==> src/rtl/lss_pkg.sv <==
// Shared constants and types for the linear sensor scan link
package lss_pkg;

  // Clock of both ends, 25 MHz
  localparam int CLK_PERIOD_NS      = 40;
  // Counter and pixel widths, output FIFO depth
  localparam int CNT_W              = 13;
  localparam int PIX_W              = 12;
  localparam int FIFO_DEPTH         = 16;
  // Scan geometry and start pulse limits, in clock periods
  localparam int PIXEL_COUNT        = 4096;
  localparam int FIRST_VALID_STROBE = 89;
  localparam int LAST_STROBE        = FIRST_VALID_STROBE + PIXEL_COUNT - 1;
  localparam int INTEG_EXTRA        = 48;
  localparam int START_HIGH_MIN     = 6;
  localparam int START_LOW_MIN      = 100;
  localparam int START_PERIOD_MIN   = 106;
  localparam int START_PERIOD_REC   = 4188;

  // Same figures at counter width for comparisons
  localparam logic [CNT_W-1:0] FIRST_STB_C  = 13'h0059;
  localparam logic [CNT_W-1:0] LAST_STB_C   = 13'h1058;
  localparam logic [CNT_W-1:0] INTEG_EXTRA_C = 13'h0030;
  localparam logic [CNT_W-1:0] HIGH_MIN_C   = 13'h0006;
  localparam logic [CNT_W-1:0] LOW_MIN_C    = 13'h0064;
  localparam logic [CNT_W-1:0] CNT_ONE      = 13'h0001;
  localparam logic [CNT_W-1:0] CNT_MAX      = 13'h1fff;

  // Sensor readout state
  typedef enum logic [0:0] {
    LSS_IDLE = 1'b0,
    LSS_RUN  = 1'b1
  } lss_sens_state_t;

  // Controller start pulse phase
  typedef enum logic [0:0] {
    LSS_LOW  = 1'b0,
    LSS_HIGH = 1'b1
  } lss_ctrl_state_t;

endpackage : lss_pkg

==> src/rtl/lss_link_if.sv <==
// Link between the sensor and its timing controller
`timescale 1ns/10ps
`default_nettype none
interface lss_link_if
  import lss_pkg::*;
();
  logic             scanStart;     // scan_start_pulse, controller to sensor
  logic [PIX_W-1:0] video;         // Digitised stand-in for the analog pixel level
  logic             sampleStrobe;  // One per pixel clock during readout
  logic             scanEnd;       // scan_end_flag, one cycle after the last pixel

  modport sensor (
    input  scanStart,
    output video,
    output sampleStrobe,
    output scanEnd
  );

  modport ctrl (
    output scanStart,
    input  video,
    input  sampleStrobe,
    input  scanEnd
  );
endinterface : lss_link_if
`default_nettype wire

==> src/rtl/lss_ctrl_end.sv <==
// Controller end: start pulse generator, pixel capture and output FIFO
//
// Behaviour
// - Start low at least 100, period 106.
// - Start high at least 6 clock periods.
// - Shifting starts first clock after falling edge.
// - Integration equals high time plus 48.
// - Exposure set only by high/low split.
// - First valid pixel at 89th strobe.
// - One strobe per pixel, sample on it.
// - Discard first scan after power-on.
// - Recommended start period 4188 clock periods.
// - Sensor needs only start pulse and clock.
// - 4096 pixels, one per clock period.
`timescale 1ns/10ps
`default_nettype none

////////////////////////////////////////////////////////////////////////////
// Synchronous FIFO, registered storage, valid/ready on both sides
module lss_fifo #(
  parameter int W     = 12,
  parameter int DEPTH = 16
) (
  input  wire logic         core_clk,
  input  wire logic         arst_n,
  input  wire logic [W-1:0] inData,
  input  wire logic         inValid,
  output logic              inReady,
  output logic      [W-1:0] outData,
  output logic              outValid,
  input  wire logic         outReady
);
  localparam int AW = $clog2(DEPTH);

  logic [W-1:0] mem_q [DEPTH];
  logic [AW:0]  wrPtr_q;
  logic [AW:0]  rdPtr_q;

  // Extra pointer bit tells full from empty
  wire empty = (wrPtr_q == rdPtr_q);
  wire full  = (wrPtr_q[AW-1:0] == rdPtr_q[AW-1:0]) && (wrPtr_q[AW] != rdPtr_q[AW]);
  wire push  = inValid & ~full;
  wire pop   = outReady & ~empty;

  assign inReady  = ~full;
  assign outValid = ~empty;
  assign outData  = mem_q[rdPtr_q[AW-1:0]];

  // Storage has no reset; pointers guard every read
  always_ff @(posedge core_clk) begin
    if (push) begin
      mem_q[wrPtr_q[AW-1:0]] <= inData;
    end
  end

  // Pointer update
  always_ff @(posedge core_clk or negedge arst_n) begin
    if (!arst_n) begin
      wrPtr_q <= '0;
      rdPtr_q <= '0;
    end else begin
      if (push) wrPtr_q <= wrPtr_q + 1'b1;
      if (pop) rdPtr_q <= rdPtr_q + 1'b1;
    end
  end
endmodule : lss_fifo

////////////////////////////////////////////////////////////////////////////
// Controller end
module lss_ctrl_end
  import lss_pkg::*;
#(
  parameter int START_PERIOD = START_PERIOD_REC,
  parameter int DEPTH        = FIFO_DEPTH
) (
  input  wire logic             core_clk,
  input  wire logic             arst_n,
  lss_link_if.ctrl              link,
  input  wire logic             enable,
  input  wire logic [CNT_W-1:0] expoHigh,
  output logic      [PIX_W-1:0] pixData,
  output logic                  pixValid,
  input  wire logic             pixReady,
  output logic                  scanDone,
  output logic                  dataValid,
  output logic                  overflow
);

  lss_ctrl_state_t  state_q;
  logic [CNT_W-1:0] periodCnt_q;
  logic [CNT_W-1:0] highLen_q;
  logic             start_q;
  logic [CNT_W-1:0] stbCnt_q;
  logic             capture_q;
  logic             validScan_q;
  logic             scanDone_q;
  logic             overflow_q;
  logic             fifoInReady;
  logic [CNT_W-1:0] sinceFall_q;

  ////////////////////////////////////////////////////////////////////////////
  // High phase length, clamped so both phase minimums always hold
  wire [CNT_W-1:0] periodC  = START_PERIOD[CNT_W-1:0];
  wire [CNT_W-1:0] highMax  = periodC - LOW_MIN_C;
  wire [CNT_W-1:0] highReq  = (expoHigh < HIGH_MIN_C) ? HIGH_MIN_C :
                              (expoHigh > highMax) ? highMax : expoHigh;
  wire             endHigh  = (state_q == LSS_HIGH) && (periodCnt_q == highLen_q - CNT_ONE);
  wire             periodUp = (periodCnt_q >= periodC - CNT_ONE);
  // A short exposure after a long one would fall mid-readout and be ignored,
  // so the rise waits until the coming fall lands after the readout ends
  wire [CNT_W:0]   fallGap  = {1'b0, sinceFall_q} + {1'b0, highReq};
  wire [CNT_W:0]   readSpan = {1'b0, LAST_STB_C} + {1'b0, CNT_ONE} + {1'b0, CNT_ONE};
  wire             readFree = (fallGap >= readSpan);
  // Full FIFO holds off the next scan rather than losing a later one
  wire             goHigh   = (state_q == LSS_LOW) && periodUp && enable && fifoInReady && readFree;
  wire [CNT_W-1:0] cntNext  = periodUp ? periodCnt_q : periodCnt_q + CNT_ONE;

  ////////////////////////////////////////////////////////////////////////////
  // Start pulse generator; period counted from each rising edge
  always_ff @(posedge core_clk or negedge arst_n) begin
    if (!arst_n) begin
      state_q     <= LSS_LOW;
      periodCnt_q <= '0;
      highLen_q   <= HIGH_MIN_C;
      start_q     <= 1'b0;
    end else begin
      case (state_q)
        LSS_LOW: begin
          if (goHigh) begin
            state_q     <= LSS_HIGH;
            periodCnt_q <= '0;
            highLen_q   <= highReq;
            start_q     <= 1'b1;
          end else begin
            periodCnt_q <= cntNext;
          end
        end
        LSS_HIGH: begin
          periodCnt_q <= cntNext;
          if (endHigh) begin
            state_q <= LSS_LOW;
            start_q <= 1'b0;
          end
        end
        default: begin
          state_q <= LSS_LOW;
          start_q <= 1'b0;
        end
      endcase
    end
  end

  ////////////////////////////////////////////////////////////////////////////
  // Cycles since our last falling edge; saturates so long idle never wraps
  wire [CNT_W-1:0] fallNext = (sinceFall_q == CNT_MAX) ? sinceFall_q : sinceFall_q + CNT_ONE;
  always_ff @(posedge core_clk or negedge arst_n) begin
    if (!arst_n) begin
      sinceFall_q <= CNT_MAX;
    end else if (endHigh) begin
      sinceFall_q <= '0;
    end else begin
      sinceFall_q <= fallNext;
    end
  end

  ////////////////////////////////////////////////////////////////////////////
  // Strobe counting from the falling edge and pixel selection
  wire [CNT_W-1:0] stbNext = stbCnt_q + CNT_ONE;
  wire             inPix   = (stbNext >= FIRST_STB_C) && (stbNext <= LAST_STB_C);
  wire             sample  = link.sampleStrobe && capture_q && inPix && validScan_q;
  wire             push    = sample && fifoInReady;

  // Capture window opens with our own falling edge, closes on the end flag
  always_ff @(posedge core_clk or negedge arst_n) begin
    if (!arst_n) begin
      stbCnt_q    <= '0;
      capture_q   <= 1'b0;
      validScan_q <= 1'b0;
      scanDone_q  <= 1'b0;
      overflow_q  <= 1'b0;
    end else begin
      scanDone_q <= link.scanEnd;
      if (endHigh) begin
        stbCnt_q  <= '0;
        capture_q <= 1'b1;
      end else if (link.scanEnd) begin
        capture_q   <= 1'b0;
        validScan_q <= 1'b1;
      end else if (link.sampleStrobe && capture_q) begin
        stbCnt_q <= stbNext;
      end
      if (sample && !fifoInReady) begin
        overflow_q <= 1'b1;
      end
    end
  end

  ////////////////////////////////////////////////////////////////////////////
  // Pixel buffer toward the user
  lss_fifo #(
    .W     (PIX_W),
    .DEPTH (DEPTH)
  ) u_fifo (
    .core_clk (core_clk),
    .arst_n   (arst_n),
    .inData   (link.video),
    .inValid  (push),
    .inReady  (fifoInReady),
    .outData  (pixData),
    .outValid (pixValid),
    .outReady (pixReady)
  );

  // The link clock is core_clk itself, free running
  assign link.scanStart = start_q;
  assign scanDone       = scanDone_q;
  assign dataValid      = validScan_q;
  assign overflow       = overflow_q;

endmodule : lss_ctrl_end
`default_nettype wire

==> src/flat_wrapper.sv <==
// flat-port wrapper written by rule: the top's interface ports become plain ports
module lss_ctrl_end_flat import lss_pkg::*;
#(
  parameter int START_PERIOD = START_PERIOD_REC,
  parameter int DEPTH        = FIFO_DEPTH
)
  (core_clk, arst_n, enable, expoHigh, pixData, pixValid, pixReady, scanDone, dataValid, overflow, link_scanStart, link_video, link_sampleStrobe, link_scanEnd);
  lss_link_if link_i ();
  input  wire logic core_clk;
  input  wire logic arst_n;
  input  wire logic enable;
  input  wire logic [CNT_W-1:0] expoHigh;
  output logic      [PIX_W-1:0] pixData;
  output logic pixValid;
  input  wire logic pixReady;
  output logic scanDone;
  output logic dataValid;
  output logic overflow;
  output wire logic [$bits(link_i.scanStart)-1:0] link_scanStart;
  input wire logic [$bits(link_i.video)-1:0] link_video;
  input wire logic [$bits(link_i.sampleStrobe)-1:0] link_sampleStrobe;
  input wire logic [$bits(link_i.scanEnd)-1:0] link_scanEnd;
  assign link_scanStart = link_i.scanStart;
  assign link_i.video = link_video;
  assign link_i.sampleStrobe = link_sampleStrobe;
  assign link_i.scanEnd = link_scanEnd;
  lss_ctrl_end #(.START_PERIOD(START_PERIOD), .DEPTH(DEPTH)) u_core (.core_clk(core_clk), .arst_n(arst_n), .link(link_i), .enable(enable), .expoHigh(expoHigh), .pixData(pixData), .pixValid(pixValid), .pixReady(pixReady), .scanDone(scanDone), .dataValid(dataValid), .overflow(overflow));
endmodule
==> config.mk <==
export PLATFORM = sky130hd
export DESIGN_NAME = lss_ctrl_end_flat
export DESIGN_NICKNAME = d
export VERILOG_FILES = /design/src/rtl/lss_pkg.sv /design/src/rtl/lss_link_if.sv /design/src/rtl/lss_ctrl_end.sv /design/src/flat_wrapper.sv
export SDC_FILE = /design/constraint.sdc
export NUM_CORES = 1
export LEC_CHECK = 0
export BUFFER_PORTS_ARGS = -buffer_cell sky130_fd_sc_hd__buf_2
export CAP_MARGIN = 20
export CORE_ASPECT_RATIO = 1.1
export CORE_UTILIZATION = 50
export CTS_CLUSTER_DIAMETER = 100
export DETAILED_ROUTE_END_ITERATION = 7
export MAX_ROUTING_LAYER = met4
export PLACE_DENSITY = 0.69
export SLEW_MARGIN = 30
export SYNTH_ARGS = -nofsm -noshare
export SYNTH_HDL_FRONTEND = slang
export SYNTH_SLANG_ARGS = --single-unit
==> constraint.sdc <==
create_clock -name core_clk -period 3.3 [get_ports core_clk]
set_input_delay 0.66 -clock core_clk [delete_from_list [all_inputs] [get_ports core_clk]]
set_output_delay 0.66 -clock core_clk [all_outputs]
set_load 0.05 [all_outputs]
==> Implementation_results.wiki <==
{| class="wikitable"
! Metric !! Value
|-
| Number of routed nets with antenna violations || 0
|-
| Die span in y || 164 um
|-
| Clock tree root buffer cell || clkbuf_16
|-
| Layout Skew || 0.0120 ns
|-
| Vias after detailed routing || 7011
|-
| First-pass GRT wire length || 38500 um
|-
| Die ar. || 0.0246 mm2
|-
| Initial Utilization || 0.508
|-
| Detailed Routing Iterations Pass 1 || 7
|-
| Number of library cell types mapped by synthesis || 63
|-
| Depth of the CTS H-tree || 1
|-
| Proportion of layout cells with a drive suffix above 1 || 0.346
|-
| Data required time at the worst endpoint || 3.71 ns
|-
| Failing checks || negative setup slack
|-
| Clock Pin Slew Worst Setup and Hold Paths || 0.07 ns
|-
| Worst-case headroom to the max-slew limit || 0.486
|-
| Final std cell area, no fill || 0.0145 mm2
|-
| DR iter-0 viols || 439
|-
| Count of hold-fix buffers inserted at cts || 0
|-
| Max-cap viol count || 0
|-
| CTS tree || yes
|-
| Total wire length after detailed routing || 24600 um
|-
| Overflow left after global routing || 0
|-
| Final nets || 977
|-
| Yosys warning total || 0
|-
| Cell area after technology mapping || 0.0120 mm2
|-
| Routability-driven placement congestion ratio || 0.867
|-
| Final hold viol count || 0
|-
| Adder-cell share of the synthesized area || 0.0268
|-
| Number of fill cells in the layout || 1717
|-
| Area of the core || 0.0235 mm2
|-
| Top fanout value on the critical path || 8
|-
| Placed cell count || 1192
|-
| Fraction of the mapped netlist area in compound gates || 0.0468
|-
| Global-route usage over all layers || 0.213
|-
| Delay of the slowest critical-path stage || 0.46 ns
|-
| Register cell area after layout || 0.00749 mm2
|-
| Number of max-slew violations in the final report || 0
|-
| Critical path start-end classification || input pin to flop
|-
| Horizontal die dimension || 150 um
|-
| Outcome || finished with violations
|-
| Nature of the critical path startpoint || input pin
|-
| Most common cell after layout, fill and taps aside || edfxtp_1
|-
| Register-to-Register Path Depth || 10
|-
| Number of storage elements in the synthesis netlist || 260
|-
| Cell at the slowest stage of the critical path || or4_1
|-
| Vias in the first global route || 7060
|-
| Number of non-filler instances in the completed layout || 1246
|-
| Clk_lat worst skew || 0.52 ns
|-
| Number of buffers added on ports || 47
|-
| Number of enable flip-flop cells after synthesis || 192
|-
| Number of inserted diodes || 0
|-
| Area share of and/or/nand/nor cells after synthesis || 0.0999
|-
| Share of the cycle needed by the critical path after routing || 1.05
|-
| FP Rows || 59
|-
| Hold Path Class || input pin to asynchronous set/reset pin
|-
| Placed Area || 0.0133 mm2
|-
| Number of setup violations in the final report || 27
|-
| Antenna violations before repair || 0
|-
| Gate count of the mapped netlist || 791
|-
| Main combinational cell family by area after synthesis || multiplexers
|-
| Detailed-placement wirelength estimate || 15600 um
|-
| Commonest non-fill, non-tap cells in the layout || edfxtp_1 (192), buf_4 (71), mux4_2 (60)
|-
| Total number of clock tree sinks || 260
|-
| Number of top-level design ports || 48
|-
| Chain of cells forming the critical path || buf_6, or2_4, a21oi_2, nand3_2, and3_4, ha_4, fa_2, a21o_1, a21oi_2, xor2_1, or4_1, a31oi_4, a2111oi_4, o31ai_4, buf_6, buf_12, mux2_2
|-
| Area overhead of the layout relative to synthesis || 21.1%
|-
| Period minus WS final || 3.45 ns
|-
| Leakage power || 5.30 nW
|-
| Maximum frequency from static timing analysis || 290 MHz
|-
| Post-layout worst setup margin || -0.151 ns
|-
| Actual transition at the worst max-transition pin || 0.771 ns
|-
| Hold Worst Slack || 0.204 ns
|-
| CP endpoint kind || flop
|-
| Ys flop type || edfxtp_1
|-
| TritonCTS buffer count || 26
|-
| Average instance area after synthesis || 15.1 um2
|-
| Largest net degree at the start of global routing || 39
|-
| Detailed-route DRC error count || 0
|-
| Worst slack at placement || -0.763 ns
|-
| Fraction of synthesized area in multiplexers || 0.131
|-
| Multi-input gate area in the final layout || 0.00451 mm2
|-
| Post-synthesis async set-or-reset flop share || 0.262
|-
| Xor/xnor share of the synthesized area || 0.0504
|-
| Setup repair after global routing missed its margin || true
|-
| Syn Nets || 847
|-
| Power Dens Cells || 739 mW/mm2
|-
| Average wire length per cell after detail routing || 19.8 um
|-
| Sequential area share after synthesis || 0.625
|-
| Max Root-Sink Buffers || 3
|-
| IR Drop Worst-Case VDD || 0.000416 V
|-
| Final sum of negative setup slack || -2.03 ns
|-
| Crit path arrival time || 3.86 ns
|-
| Avg Vias per Cell || 5.63
|}
-- path summary, 6_finish.rpt --
kind                                                startpoint                                  end  slack (ns)
worst min-delay path                                    arst_n    u_core.link.scanStart$_DFFE_PN0P_        0.20
max in group asynchronous                               arst_n      u_core.highLen_q[1]$_DFFE_PN1P_        2.21
worst min register to register     u_core.overflow$_DFFE_PN0P_          u_core.overflow$_DFFE_PN0P_        0.48
worst max register to register  u_core.stbCnt_q[2]$_DFFE_PN0P_  u_core.u_fifo.mem_q[3][0]$_DFFE_PP_        0.25
worst max-delay path                              expoHigh[12]      u_core.highLen_q[0]$_DFFE_PN0P_       -0.15
min in group core_clk                             link_scanEnd            u_core.scanDone$_DFF_PN0_        0.26
-- metal layers --
layer | track usage | up-vias | part of all wire
met2 | 0.378 | 155 | 0.53
li1 | - | 3297 | -
met3 | 0.0264 | 41 | 0.036
met4 | 0.0482 | 0 | 0.020
met1 | 0.259 | 3518 | 0.41
met5 | - | - | 0
-- cells by family (layout without fill, tap and decap cells) --
group | Yosys count | in the layout
other cells | 1 | 1
xor+xnor | 68 | 68
compound gates | 75 | 75
mux | 79 | 79
simple gates | 232 | 232
buf+inv | 51 | 201
fa+ha+maj | 25 | 25
flops | 260 | 260
-- power breakdown --
| part | switching [mW] | internal (mW) | total, mW |
|---|---|---|---|
| Clock | 1.19 | 1.59 | 2.78 |
| Combinational | 1.99 | 1.78 | 3.78 |
| Sequential | 0.363 | 3.79 | 4.15 |
-- critical path: cells and delay by family --
family	cells	cell delay, ns
xor gates and xnor gates	1	0.07
muxes	1	0.32
and+or+nand+nor	4	0.99
adders and majority gates	2	0.53
buffers and inverters	3	0.38
AOI/OAI and AO/OA	6	0.91
-- stage by stage --
| stage | util | power [mW] |
|---|---|---|
| floorplan | - | 6.90 |
| detailed placement | 0.565 | 7.83 |
| global placement | 0.565 | 7.77 |
| finish | 0.616 | 10.7 |
| CTS | 0.606 | 10.7 |
| global route | 0.616 | 11.2 |
-- cell usage after synthesis, types with 3 or more instances --
| cell type | number | area [um2] |
|---|---|---|
| edfxtp_1 | 192 | 5770 |
| and4_1 | 4 | 35.0 |
| o21ai_0 | 9 | 45.0 |
| a31oi_1 | 6 | 37.5 |
| dfstp_2 | 15 | 394 |
| o211ai_1 | 4 | 30.0 |
| nor2b_1 | 7 | 43.8 |
| nor3_1 | 13 | 65.1 |
| a21o_1 | 7 | 52.6 |
| clkbuf_1 | 16 | 60.1 |
| buf_2 | 8 | 40.0 |
| nand2_1 | 39 | 146 |
| mux2_2 | 10 | 113 |
| nor4_1 | 8 | 50.1 |
| and3_1 | 27 | 169 |
| or2_2 | 10 | 62.6 |
| buf_6 | 3 | 33.8 |
| nand3b_1 | 5 | 37.5 |
| mux4_2 | 60 | 1350 |
| mux2i_1 | 6 | 60.1 |
| dfrtp_1 | 53 | 1330 |
| and2_1 | 5 | 31.3 |
| ha_1 | 24 | 300 |
| a21oi_1 | 18 | 90.1 |
| inv_1 | 15 | 56.3 |
| mux2_4 | 3 | 45.0 |
| nand3_1 | 26 | 130 |
| a211oi_1 | 6 | 45.0 |
| buf_1 | 7 | 26.3 |
| nand4b_1 | 3 | 26.3 |
| xor2_1 | 31 | 272 |
| o21bai_1 | 4 | 30.0 |
| nor2_1 | 62 | 233 |
| nand2b_1 | 3 | 18.8 |
| nand4_1 | 11 | 68.8 |
| xnor2_1 | 36 | 315 |
-- repair_timing --
action	4_1_cts	5_1_grt
setup endpoints to repair	37	121
resized for setup	20	48
gates cloned	1	0
pin swaps	15	4
setup buffers	4	1
-- flip-flops by register name (all words and copies together) (netlist names) --
register	cells
u_core.periodCnt_q	13
u_core.scanDone	1
u_core.state_q	1
u_core.stbCnt_q	13
u_core.link.scanStart	1
u_core.capture_q	1
u_core.overflow	1
u_core.u_fifo.rdPtr_q	5
u_core.u_fifo.mem_q	192
u_core.u_fifo.wrPtr_q	5
u_core.sinceFall_q	13
u_core.highLen_q	13
u_core.dataValid	1
-- cell type report --
type	count	area share
flip-flops and latches	260	0.517
clock buffers	38	0.0522
well taps	305	0.0263
clock inverters	10	0.00406
multi-input cells	480	0.311
repair buffers	138	0.0855
inverters	15	0.00388
Note: power is estimated with default switching activity, not from simulation.
